## config.mk

```make
export PLATFORM = sky130hd
export DESIGN_NAME = fimon_top
export DESIGN_NICKNAME = d
export VERILOG_FILES = /design/src/rtl/fimon_pkg.sv /design/src/rtl/fimon_top.sv
export VERILOG_INCLUDE_DIRS = /design/src /design/src/rtl
export SDC_FILE = /design/constraint.sdc
export NUM_CORES = 1
export LEC_CHECK = 0
export ABC_CLOCK_PERIOD_IN_PS = 2800
export BUFFER_PORTS_ARGS = -buffer_cell sky130_fd_sc_hd__buf_2
export CAP_MARGIN = 20
export CORE_MARGIN = 2
export CORE_UTILIZATION = 35
export DETAILED_ROUTE_END_ITERATION = 6
export GPL_TIMING_DRIVEN = 0
export HOLD_SLACK_MARGIN = 0.05
export MAX_ROUTING_LAYER = met4
export PLACE_DENSITY = 0.62
export SLEW_MARGIN = 0
export SYNTH_ARGS = -nofsm -noshare
export SYNTH_HDL_FRONTEND = slang
export SYNTH_SLANG_ARGS = --single-unit
```

## constraint.sdc

```tcl
create_clock -name clk -period 2.8 [get_ports clk]
set_input_delay 0.28 -clock clk [delete_from_list [all_inputs] [get_ports clk]]
set_output_delay 0.28 -clock clk [all_outputs]
set_load 0.02 [all_outputs]
```

## src/rtl/fimon_defs.svh

```systemverilog
// Purpose: Constants of the fault input and core rail monitor
// Assumes: 100 MHz clock
// Notes: Times in ns, cycle counts derived from them
`ifndef FIMON_DEFS_SVH
`define FIMON_DEFS_SVH

// =====================================
// Timing
`define FIMON_CLK_NS 10
`define FIMON_FLT_NS 4000
`define FIMON_OV_SHORT_NS 25000
`define FIMON_OV_LONG_NS 45000
`define FIMON_UV_0_NS 5000
`define FIMON_UV_1_NS 15000
`define FIMON_UV_2_NS 25000
`define FIMON_UV_3_NS 40000
`define FIMON_FLT_CYC (`FIMON_FLT_NS / `FIMON_CLK_NS)
`define FIMON_OV_SHORT_CYC (`FIMON_OV_SHORT_NS / `FIMON_CLK_NS)
`define FIMON_OV_LONG_CYC (`FIMON_OV_LONG_NS / `FIMON_CLK_NS)
`define FIMON_UV_0_CYC (`FIMON_UV_0_NS / `FIMON_CLK_NS)
`define FIMON_UV_1_CYC (`FIMON_UV_1_NS / `FIMON_CLK_NS)
`define FIMON_UV_2_CYC (`FIMON_UV_2_NS / `FIMON_CLK_NS)
`define FIMON_UV_3_CYC (`FIMON_UV_3_NS / `FIMON_CLK_NS)

// =====================================
// Register offsets (byte addresses)
`define FIMON_CONFIG_OFS 4'h0
`define FIMON_STATUS_OFS 4'h4
`define FIMON_OTP_OFS 4'h8

// =====================================
// Config fields
`define FIMON_CFG_MODE 1:0
`define FIMON_CFG_PAIR_POL 2
`define FIMON_CFG_PAIR_REACT 3
`define FIMON_CFG_A_POL 4
`define FIMON_CFG_B_POL 5
`define FIMON_CFG_A_REACT 6
`define FIMON_CFG_B_REACT 7
`define FIMON_CFG_OV_REACT 9:8
`define FIMON_CFG_UV_REACT 11:10
`define FIMON_CFG_RECOV 15:12
`define FIMON_CFG_RESET 16'hb6c9

// =====================================
// Status fields
`define FIMON_ST_A_FAULT 0
`define FIMON_ST_B_FAULT 1
`define FIMON_ST_OV 2
`define FIMON_ST_UV 3
`define FIMON_ST_FS 4
`define FIMON_ST_RST 5
`define FIMON_ST_RECOV 6
`define FIMON_ST_RUN 7

`endif

```

## src/rtl/fimon_pkg.sv

```systemverilog
// Purpose: Types of the fault input and core rail monitor
// Assumes: Counters up to 13 bits
// Notes: Whole module state is one packed struct
package fimon_pkg;

   // =====================================
   // Input configuration
   typedef enum logic [1:0] {
      fimon_off,
      fimon_pair,
      fimon_either,
      fimon_a_only
   } fimon_mode_e;

   typedef logic [12:0] fimon_cnt_t;

   // =====================================
   // Complete state
   typedef struct packed {
      logic [3:0] sync1;
      logic [3:0] sync2;
      logic [3:0] filt;
      fimon_cnt_t cnt_a;
      fimon_cnt_t cnt_b;
      fimon_cnt_t cnt_ov;
      fimon_cnt_t cnt_uv;
      logic [15:0] config_q;
      logic ov_flag;
      logic uv_flag;
      logic fs;
      logic rst;
      logic recov;
      logic conv1_off;
      logic conv2_off;
      logic ack;
      logic [31:0] rdata;
   } fimon_state_s;

endpackage

```

## src/rtl/fimon_top.sv

```systemverilog
// Purpose: Fault input monitoring and core rail supervision with reactions
// Assumes: Pins and comparator outputs are asynchronous, classic Wishbone
// Notes: OTP bits arrive as static ports from the fuse block
//
// The placing of the registers and the Wishbone slave port are this design's own decisions.
`include "fimon_defs.svh"

// Notes on behaviour
// - Fault inputs ignored unless OTP enable set
// - Evaluation starts after init phase closes
// - Two-bit mode field, pair default
// - Pair polarity selects faulty level pair
// - Pair fault: failsafe, plus reset if bit
// - Independent mode: separate inputs, own settings
// - Input a polarity selects faulty level
// - Input b polarity selects faulty level
// - Input a fault: failsafe, reset if bit
// - Input b fault: failsafe, reset if bit
// - Settings writable only during init phase
// - Overvoltage switches converter off while present
// - Supervision runs while failsafe active
// - Core monitor covers converter one, multiphase two
// - Overvoltage reaction field: none, fs, both
// - Undervoltage reaction field: none, fs, both
// - Overvoltage filter 25 or 45 us
// - Undervoltage filter 5/15/25/40 us
// - Recovery: failsafe and open recovery window
module fimon_top #(
   parameter int FLT_CYC = `FIMON_FLT_CYC,
   parameter int OV_SHORT_CYC = `FIMON_OV_SHORT_CYC,
   parameter int OV_LONG_CYC = `FIMON_OV_LONG_CYC,
   parameter int UV_0_CYC = `FIMON_UV_0_CYC,
   parameter int UV_1_CYC = `FIMON_UV_1_CYC,
   parameter int UV_2_CYC = `FIMON_UV_2_CYC,
   parameter int UV_3_CYC = `FIMON_UV_3_CYC
) (
   // Clock and reset
   input wire logic clk,
   input wire logic reset_n,
   // Wishbone slave
   input wire logic wb_cyc_i,
   input wire logic wb_stb_i,
   input wire logic wb_we_i,
   input wire logic [3:0] wb_adr_i,
   input wire logic [3:0] wb_sel_i,
   input wire logic [31:0] wb_dat_i,
   output logic [31:0] wb_dat_o,
   output logic wb_ack_o,
   // Fault pins and comparators
   input wire logic fault_input_a,
   input wire logic fault_input_b,
   input wire logic core_ov_detect,
   input wire logic core_uv_detect,
   // Safety state from the watchdog logic
   input wire logic safety_init_phase,
   input wire logic failsafe_active,
   input wire logic good_refresh,
   input wire logic multiphase_mode,
   // OTP bits
   input wire logic fault_input_monitor_enable,
   input wire logic recovery_strategy_enable,
   input wire logic core_overvoltage_filter_select,
   input wire logic [1:0] core_undervoltage_filter_select,
   // Reactions
   output logic failsafe_output_n,
   output logic reset_output_n,
   output logic first_core_converter_off,
   output logic second_core_converter_off,
   output logic recovery_active,
   output logic [3:0] recovery_window_length
);

   // =====================================
   // Parameter checks
   if (FLT_CYC < 1 || FLT_CYC > 8191 || OV_SHORT_CYC < 1 || OV_SHORT_CYC > 8191 ||
       OV_LONG_CYC < 1 || OV_LONG_CYC > 8191 || UV_0_CYC < 1 || UV_1_CYC < 1 ||
       UV_2_CYC < 1 || UV_3_CYC < 1 || UV_3_CYC > 8191 || UV_2_CYC > 8191 ||
       UV_1_CYC > 8191 || UV_0_CYC > 8191) begin : g_bad_param
      $error("fimon_top: filter count out of range 1..8191");
   end

   fimon_pkg::fimon_state_s s;
   fimon_pkg::fimon_state_s next_s;

   // Deglitch step: output follows input after limit stable cycles
   function automatic logic [13:0] filt_step(input logic x, input logic o,
                                             input fimon_pkg::fimon_cnt_t c,
                                             input fimon_pkg::fimon_cnt_t lim);
      logic [13:0] r;
      r = {o, 13'h0000};
      if (x != o) begin
         if (c + 13'h0001 >= lim) begin
            r = {x, 13'h0000};
         end else begin
            r = {o, c + 13'h0001};
         end
      end
      return r;
   endfunction

   // =====================================
   // Combinational next state
   always_comb begin
      logic [13:0] fa;
      logic [13:0] fb;
      logic [13:0] fov;
      logic [13:0] fuv;
      fimon_pkg::fimon_cnt_t ov_lim;
      fimon_pkg::fimon_cnt_t uv_lim;
      fimon_pkg::fimon_mode_e mode;
      logic run;
      logic sup;
      logic fault_a;
      logic fault_b;
      logic rst_a;
      logic rst_b;
      logic ov_now;
      logic uv_now;
      logic fs_req;
      logic rst_req;
      logic in_fault;
      logic wr;
      logic [31:0] rd;
      next_s = s;
      fault_a = 1'b0;
      fault_b = 1'b0;
      rst_a = 1'b0;
      rst_b = 1'b0;
      rd = 32'h0000_0000;
      mode = fimon_pkg::fimon_mode_e'(s.config_q[`FIMON_CFG_MODE]);

      // Two-stage synchronisers for pins and comparators
      next_s.sync1 = {core_uv_detect, core_ov_detect, fault_input_b, fault_input_a};
      next_s.sync2 = s.sync1;

      // Filter lengths from OTP selects
      ov_lim = core_overvoltage_filter_select ? 13'(OV_LONG_CYC) : 13'(OV_SHORT_CYC);
      unique case (core_undervoltage_filter_select)
         2'b00: uv_lim = 13'(UV_0_CYC);
         2'b01: uv_lim = 13'(UV_1_CYC);
         2'b10: uv_lim = 13'(UV_2_CYC);
         2'b11: uv_lim = 13'(UV_3_CYC);
      endcase

      // Deglitch filters
      fa = filt_step(s.sync2[0], s.filt[0], s.cnt_a, 13'(FLT_CYC));
      fb = filt_step(s.sync2[1], s.filt[1], s.cnt_b, 13'(FLT_CYC));
      fov = filt_step(s.sync2[2], s.filt[2], s.cnt_ov, ov_lim);
      fuv = filt_step(s.sync2[3], s.filt[3], s.cnt_uv, uv_lim);
      next_s.filt = {fuv[13], fov[13], fb[13], fa[13]};
      next_s.cnt_a = fa[12:0];
      next_s.cnt_b = fb[12:0];
      next_s.cnt_ov = fov[12:0];
      next_s.cnt_uv = fuv[12:0];

      // Fault input evaluation
      run = fault_input_monitor_enable && !safety_init_phase;
      if (run) begin
         unique case (mode)
            fimon_pkg::fimon_off: begin
               fault_a = 1'b0;
            end
            fimon_pkg::fimon_pair: begin
               // Complementary pair from the MCU
               fault_a = s.config_q[`FIMON_CFG_PAIR_POL] ?
                         (s.filt[0] || !s.filt[1]) : (!s.filt[0] || s.filt[1]);
               rst_a = s.config_q[`FIMON_CFG_PAIR_REACT];
            end
            fimon_pkg::fimon_either: begin
               fault_a = s.filt[0] == s.config_q[`FIMON_CFG_A_POL];
               fault_b = s.filt[1] == s.config_q[`FIMON_CFG_B_POL];
               rst_a = s.config_q[`FIMON_CFG_A_REACT];
               rst_b = s.config_q[`FIMON_CFG_B_REACT];
            end
            fimon_pkg::fimon_a_only: begin
               fault_a = s.filt[0] == s.config_q[`FIMON_CFG_A_POL];
               rst_a = s.config_q[`FIMON_CFG_A_REACT];
            end
         endcase
      end
      in_fault = fault_a || fault_b;

      // Recovery window request replaces the reset reaction
      if (recovery_strategy_enable && in_fault &&
          s.config_q[`FIMON_CFG_RECOV] != 4'h0) begin
         next_s.recov = 1'b1;
      end else if (s.recov && good_refresh && !in_fault) begin
         next_s.recov = 1'b0;
      end
      if (recovery_strategy_enable && s.config_q[`FIMON_CFG_RECOV] != 4'h0) begin
         rst_a = 1'b0;
         rst_b = 1'b0;
      end

      // Core rail supervision
      sup = failsafe_active;
      ov_now = sup && s.filt[2];
      uv_now = sup && s.filt[3];
      next_s.conv1_off = ov_now;
      next_s.conv2_off = ov_now && multiphase_mode;

      // Combined reactions
      fs_req = in_fault || (ov_now && s.config_q[`FIMON_CFG_OV_REACT] != 2'b00) ||
               (uv_now && s.config_q[`FIMON_CFG_UV_REACT] != 2'b00);
      rst_req = (fault_a && rst_a) || (fault_b && rst_b) ||
                (ov_now && s.config_q[9]) ||
                (uv_now && s.config_q[11]);
      next_s.rst = rst_req;

      // Register read mux
      unique case (wb_adr_i)
         `FIMON_CONFIG_OFS: rd = {16'h0000, s.config_q};
         `FIMON_STATUS_OFS: rd = {24'h00_0000, run, s.recov, s.rst, s.fs,
                                  s.uv_flag, s.ov_flag, fault_b, fault_a};
         `FIMON_OTP_OFS: rd = {27'h000_0000, core_undervoltage_filter_select,
                               core_overvoltage_filter_select,
                               recovery_strategy_enable, fault_input_monitor_enable};
         default: rd = 32'h0000_0000;
      endcase

      // Wishbone handshake, one wait state
      wr = wb_cyc_i && wb_stb_i && !s.ack && wb_we_i;
      next_s.ack = wb_cyc_i && wb_stb_i && !s.ack;
      next_s.rdata = (wb_cyc_i && wb_stb_i && !s.ack) ? rd : s.rdata;

      // Settings only accepted during the init phase
      if (wr && wb_adr_i == `FIMON_CONFIG_OFS && safety_init_phase) begin
         if (wb_sel_i[0]) begin
            next_s.config_q[7:0] = wb_dat_i[7:0];
         end
         if (wb_sel_i[1]) begin
            next_s.config_q[15:8] = wb_dat_i[15:8];
         end
      end

      // Sticky flags, write one to clear, set wins
      if (wr && wb_adr_i == `FIMON_STATUS_OFS && wb_sel_i[0]) begin
         if (wb_dat_i[`FIMON_ST_OV]) begin
            next_s.ov_flag = 1'b0;
         end
         if (wb_dat_i[`FIMON_ST_UV]) begin
            next_s.uv_flag = 1'b0;
         end
         if (wb_dat_i[`FIMON_ST_FS]) begin
            next_s.fs = 1'b0;
         end
      end
      if (ov_now) begin
         next_s.ov_flag = 1'b1;
      end
      if (uv_now) begin
         next_s.uv_flag = 1'b1;
      end
      if (fs_req) begin
         next_s.fs = 1'b1;
      end
   end

   // =====================================
   // State register
   always_ff @(posedge clk) begin
      if (!reset_n) begin
         s <= '0;
         s.config_q <= `FIMON_CFG_RESET;
      end else begin
         s <= next_s;
      end
   end

   // =====================================
   // Outputs straight from state
   assign wb_dat_o = s.rdata;
   assign wb_ack_o = s.ack;
   assign failsafe_output_n = !s.fs;
   assign reset_output_n = !s.rst;
   assign first_core_converter_off = s.conv1_off;
   assign second_core_converter_off = s.conv2_off;
   assign recovery_active = s.recov;
   assign recovery_window_length = s.config_q[`FIMON_CFG_RECOV];

endmodule

```

==> impl_metrics.toml <==
[status]
status = "completed"

[route]
drt-total-wl_mm = 11.33
final_antenna_net_count = 0
drcViolationCount = 0
drt-pass1-iter-count = 4
vias = 4186
wl_per_cell_um = 12.99
vias_per_cell = 4.800
drtIter0Drc = 227

[synth]
syn_avg_cell_area_um2 = 8.982
post-synth-top-area-fraction_pct = 40.66
syn_inst = 570
synth.most_common_cell = "dfxtp_1"
yosysTopAreaCell = "dfxtp_1"
synthFlopType = "dfxtp_1"
ys_types = 62
ys_seq_elements = 104
seq_area_frac_synth_pct = 40.66
synthTopCellsByCount = "dfxtp_1 (104), nor2_1 (73), nand2_1 (49)"
ys_warn_count = 0
synth-edff-count = 0
synth_area_leaders = "dfxtp_1 (41%), nor2_1 (5.4%), buf_4 (5.3%)"
syn_area_um2 = 5120
postSynth.asyncResetShare_pct = 0

[setup_path]
path_cells = "and3_1, and3_4, and3_4, xor2_2, ha_1, and2_4, and4b_1, o211ai_1, a21oi_2, a211o_1, buf_6, nor2_2"
crit_top_cell = "and3_4"
path_max_fanout = 6
path_class = "flop to flop"
cp-end-kind = "flop"
crit_path_top_delay_cell = "a211o_1"
crit_family = "simple AND/OR/NAND/NOR gates"
cp_num_buf_inv = 1
r2r_cells = 12
reg2reg_slack_ns = 0.01
endpoint = "s[77]"
reg2reg_to = "s[77]"
required_ns = 3.09
cp.depth = 12
worstSetupStartpointType = "flop"
crit-reg2reg-launch = "s[76]"
crit_path_start = "s[76]"
slowest_delay_ns = 0.38
arrival_ns = 3.07

[grt]
grt_pass1_vias = 4063
antenna_found_initial = 3
grt_pass1_wl_mm = 18.87
grt_overflow = 0
grt_use_total_pct = 15.02
grt_max_degree = 20

[timing]
slew_violations = 0
timing_worst_slew_pin_value_ns = 0.6337
setup_viol = 0
min_period_ns = 2.788
period_share_pct = 99.58
rsz0062_at_grt = "true"
hold_viol_final = 0
relSlewSlack_pct = 57.75
skew_ns = 0.006342
max_freq_ghz = 0.3586
setup_tns_ns = 0

[power]
power_mw = 2.910
leakage_nw = 2.751
powerDensity_nw_per_um2 = 464.8
ir_worst_vdd_v = 0.0003026

[flow_run]
maxCapViolCount = 0

[floorplanning]
io_pins = 100
start_util_pct = 35.50
core_region_area_um2 = 14420
row_count = 44
die_h_um = 124.9
dieArea_um2 = 15610
die_x_um = 124.9

[cts]
htree_levels = 3
numClockSinks = 104
clockBufferDepth = 2
clk_pin_slew_worst_paths_ns = 0.07
postCtsHoldBufs = 0
cts_made_buffers = 9
root_buffer = "clkbuf_16"
tritoncts = "done"
clkLatencyLatePin_ns = 0.35

[final_layout]
synthToLayoutAreaGrowth_pct = 22.29
fin_nets = 758
drive_gt1_share_pct = 25.69
fillCellCount = 1434
design_area_um2 = 6261

[place]
io_buffers = 65
placed_area_um2 = 5766
hpwl_mm = 8.590
globalplace.congestion = 0.8573

[hold_path]
hold_path.class = "input pin to flop"
## flip-flops by register name, indices dropped and copies added (netlist names)
register and count:
first_core_converter_off 1, second_core_converter_off 1, wb_dat_o 16, s 76
recovery_window_length 4, next_s 4, wb_ack_o 1, recovery_active 1
## logic make-up (layout without fill, tap and decap cells)
group | after synthesis | in the layout | share of synthesized area (%)
AOI/OAI and AO/OA | 73 | 73 | 10.12
xor gates and xnor gates | 46 | 46 | 8.016
adders and majority gates | 20 | 20 | 4.888
buffers and inverters | 74 | 165 | 8.504
DFF | 104 | 104 | 40.66
muxes | 29 | 29 | 5.718
other | 1 | 28 | 0.07324
and+or+nand+nor | 223 | 223 | 22.02
## worst reg2reg max path, cell delays in order (launching register included)
cell and delay [ns]:
dfxtp_4 0.37, and3_1 0.21, and3_4 0.19, and3_4 0.18, xor2_2 0.17, ha_1 0.32, and2_4 0.16, and4b_1 0.18
o211ai_1 0.21, a21oi_2 0.10, a211o_1 0.38, buf_6 0.17, nor2_2 0.09
## final cells by class
class | instances | area [um^2] | area share (%)
Clock buffer | 9 | 225.2 | 3.597
Sequential cell | 104 | 2103 | 33.59
Clock inverter | 7 | 56.30 | 0.8993
Multi-Input combinational cell | 416 | 2786 | 44.50
Timing Repair Buffer | 75 | 404.1 | 6.455
Buffer | 54 | 372.9 | 5.955
Tap cell | 184 | 230.2 | 3.677
Antenna cell | 3 | 7.507 | 0.1199
Inverter | 20 | 75.07 | 1.199
## worst min-delay path by stage
stage	start	to	slack [ns]	depth (start not counted)
floorplan	multiphase_mode	second_core_converter_off	0.40	1
global placement	next_s[114]	s[114]	0.42	1
detailed placement	next_s[114]	s[114]	0.43	1
CTS	multiphase_mode	second_core_converter_off	0.12	2
global route	multiphase_mode	second_core_converter_off	0.12	2
finish	multiphase_mode	second_core_converter_off	0.13	2
## per-stage QoR
step | hold slack (ns) | util (%) | setup slack, ns | instances
after floorplan | 0.4017 | - | 0.1031 | 594
after global placement | 0.4239 | 39.97 | -0.1385 | 843
after detailed placement | 0.4256 | 39.97 | -0.2053 | 843
after CTS | 0.1178 | 42.15 | 0.005502 | 862
after global routing | 0.1176 | 43.41 | -0.08954 | 872
final | 0.1268 | 43.41 | 0.01176 | 872
## power breakdown
| group | internal (mW) | switching (mW) |
|---|---|---|
| registers | 1.49 | 0.0137 |
| clock network | 0.619 | 0.587 |
| logic | 0.0844 | 0.113 |
## cells in the final DEF, fill, tap and decap left out, drive strengths merged, types with 2 or more instances in the layout
master    n
o21ai    11
mux2i    27
a21oi    11
nand4    12
diode     3
clkinv    2
nand3    20
conb     25
a31oi     4
a22oi    19
and2     17
ha       20
dfxtp   104
o32ai     2
and4      4
clkbuf   19
a21boi    3
o221ai    2
mux2      2
nand2    49
buf     119
nor3      5
o211ai    5
nand3b    2
and3     10
and4b     2
xor2     20
or4       2
nor2b    13
xnor2    26
nor2     73
nor4      6
inv      25
o31ai     5
## per-layer routing
layer | track usage [%] | wire length [um]
met3 | 4.707 | 559
met1 | 17.04 | 5057
met4 | 3.725 | 119
met2 | 25.88 | 5588
met5 | - | 0
## repair_timing
action                                  CTS  global route
buffers inserted                          3             6
pin swaps                                 5            12
gates resized for setup                   4            35
cloned                                    0             1
endpoints found under the setup margin   15            23
(Power assumes the default switching activity.)
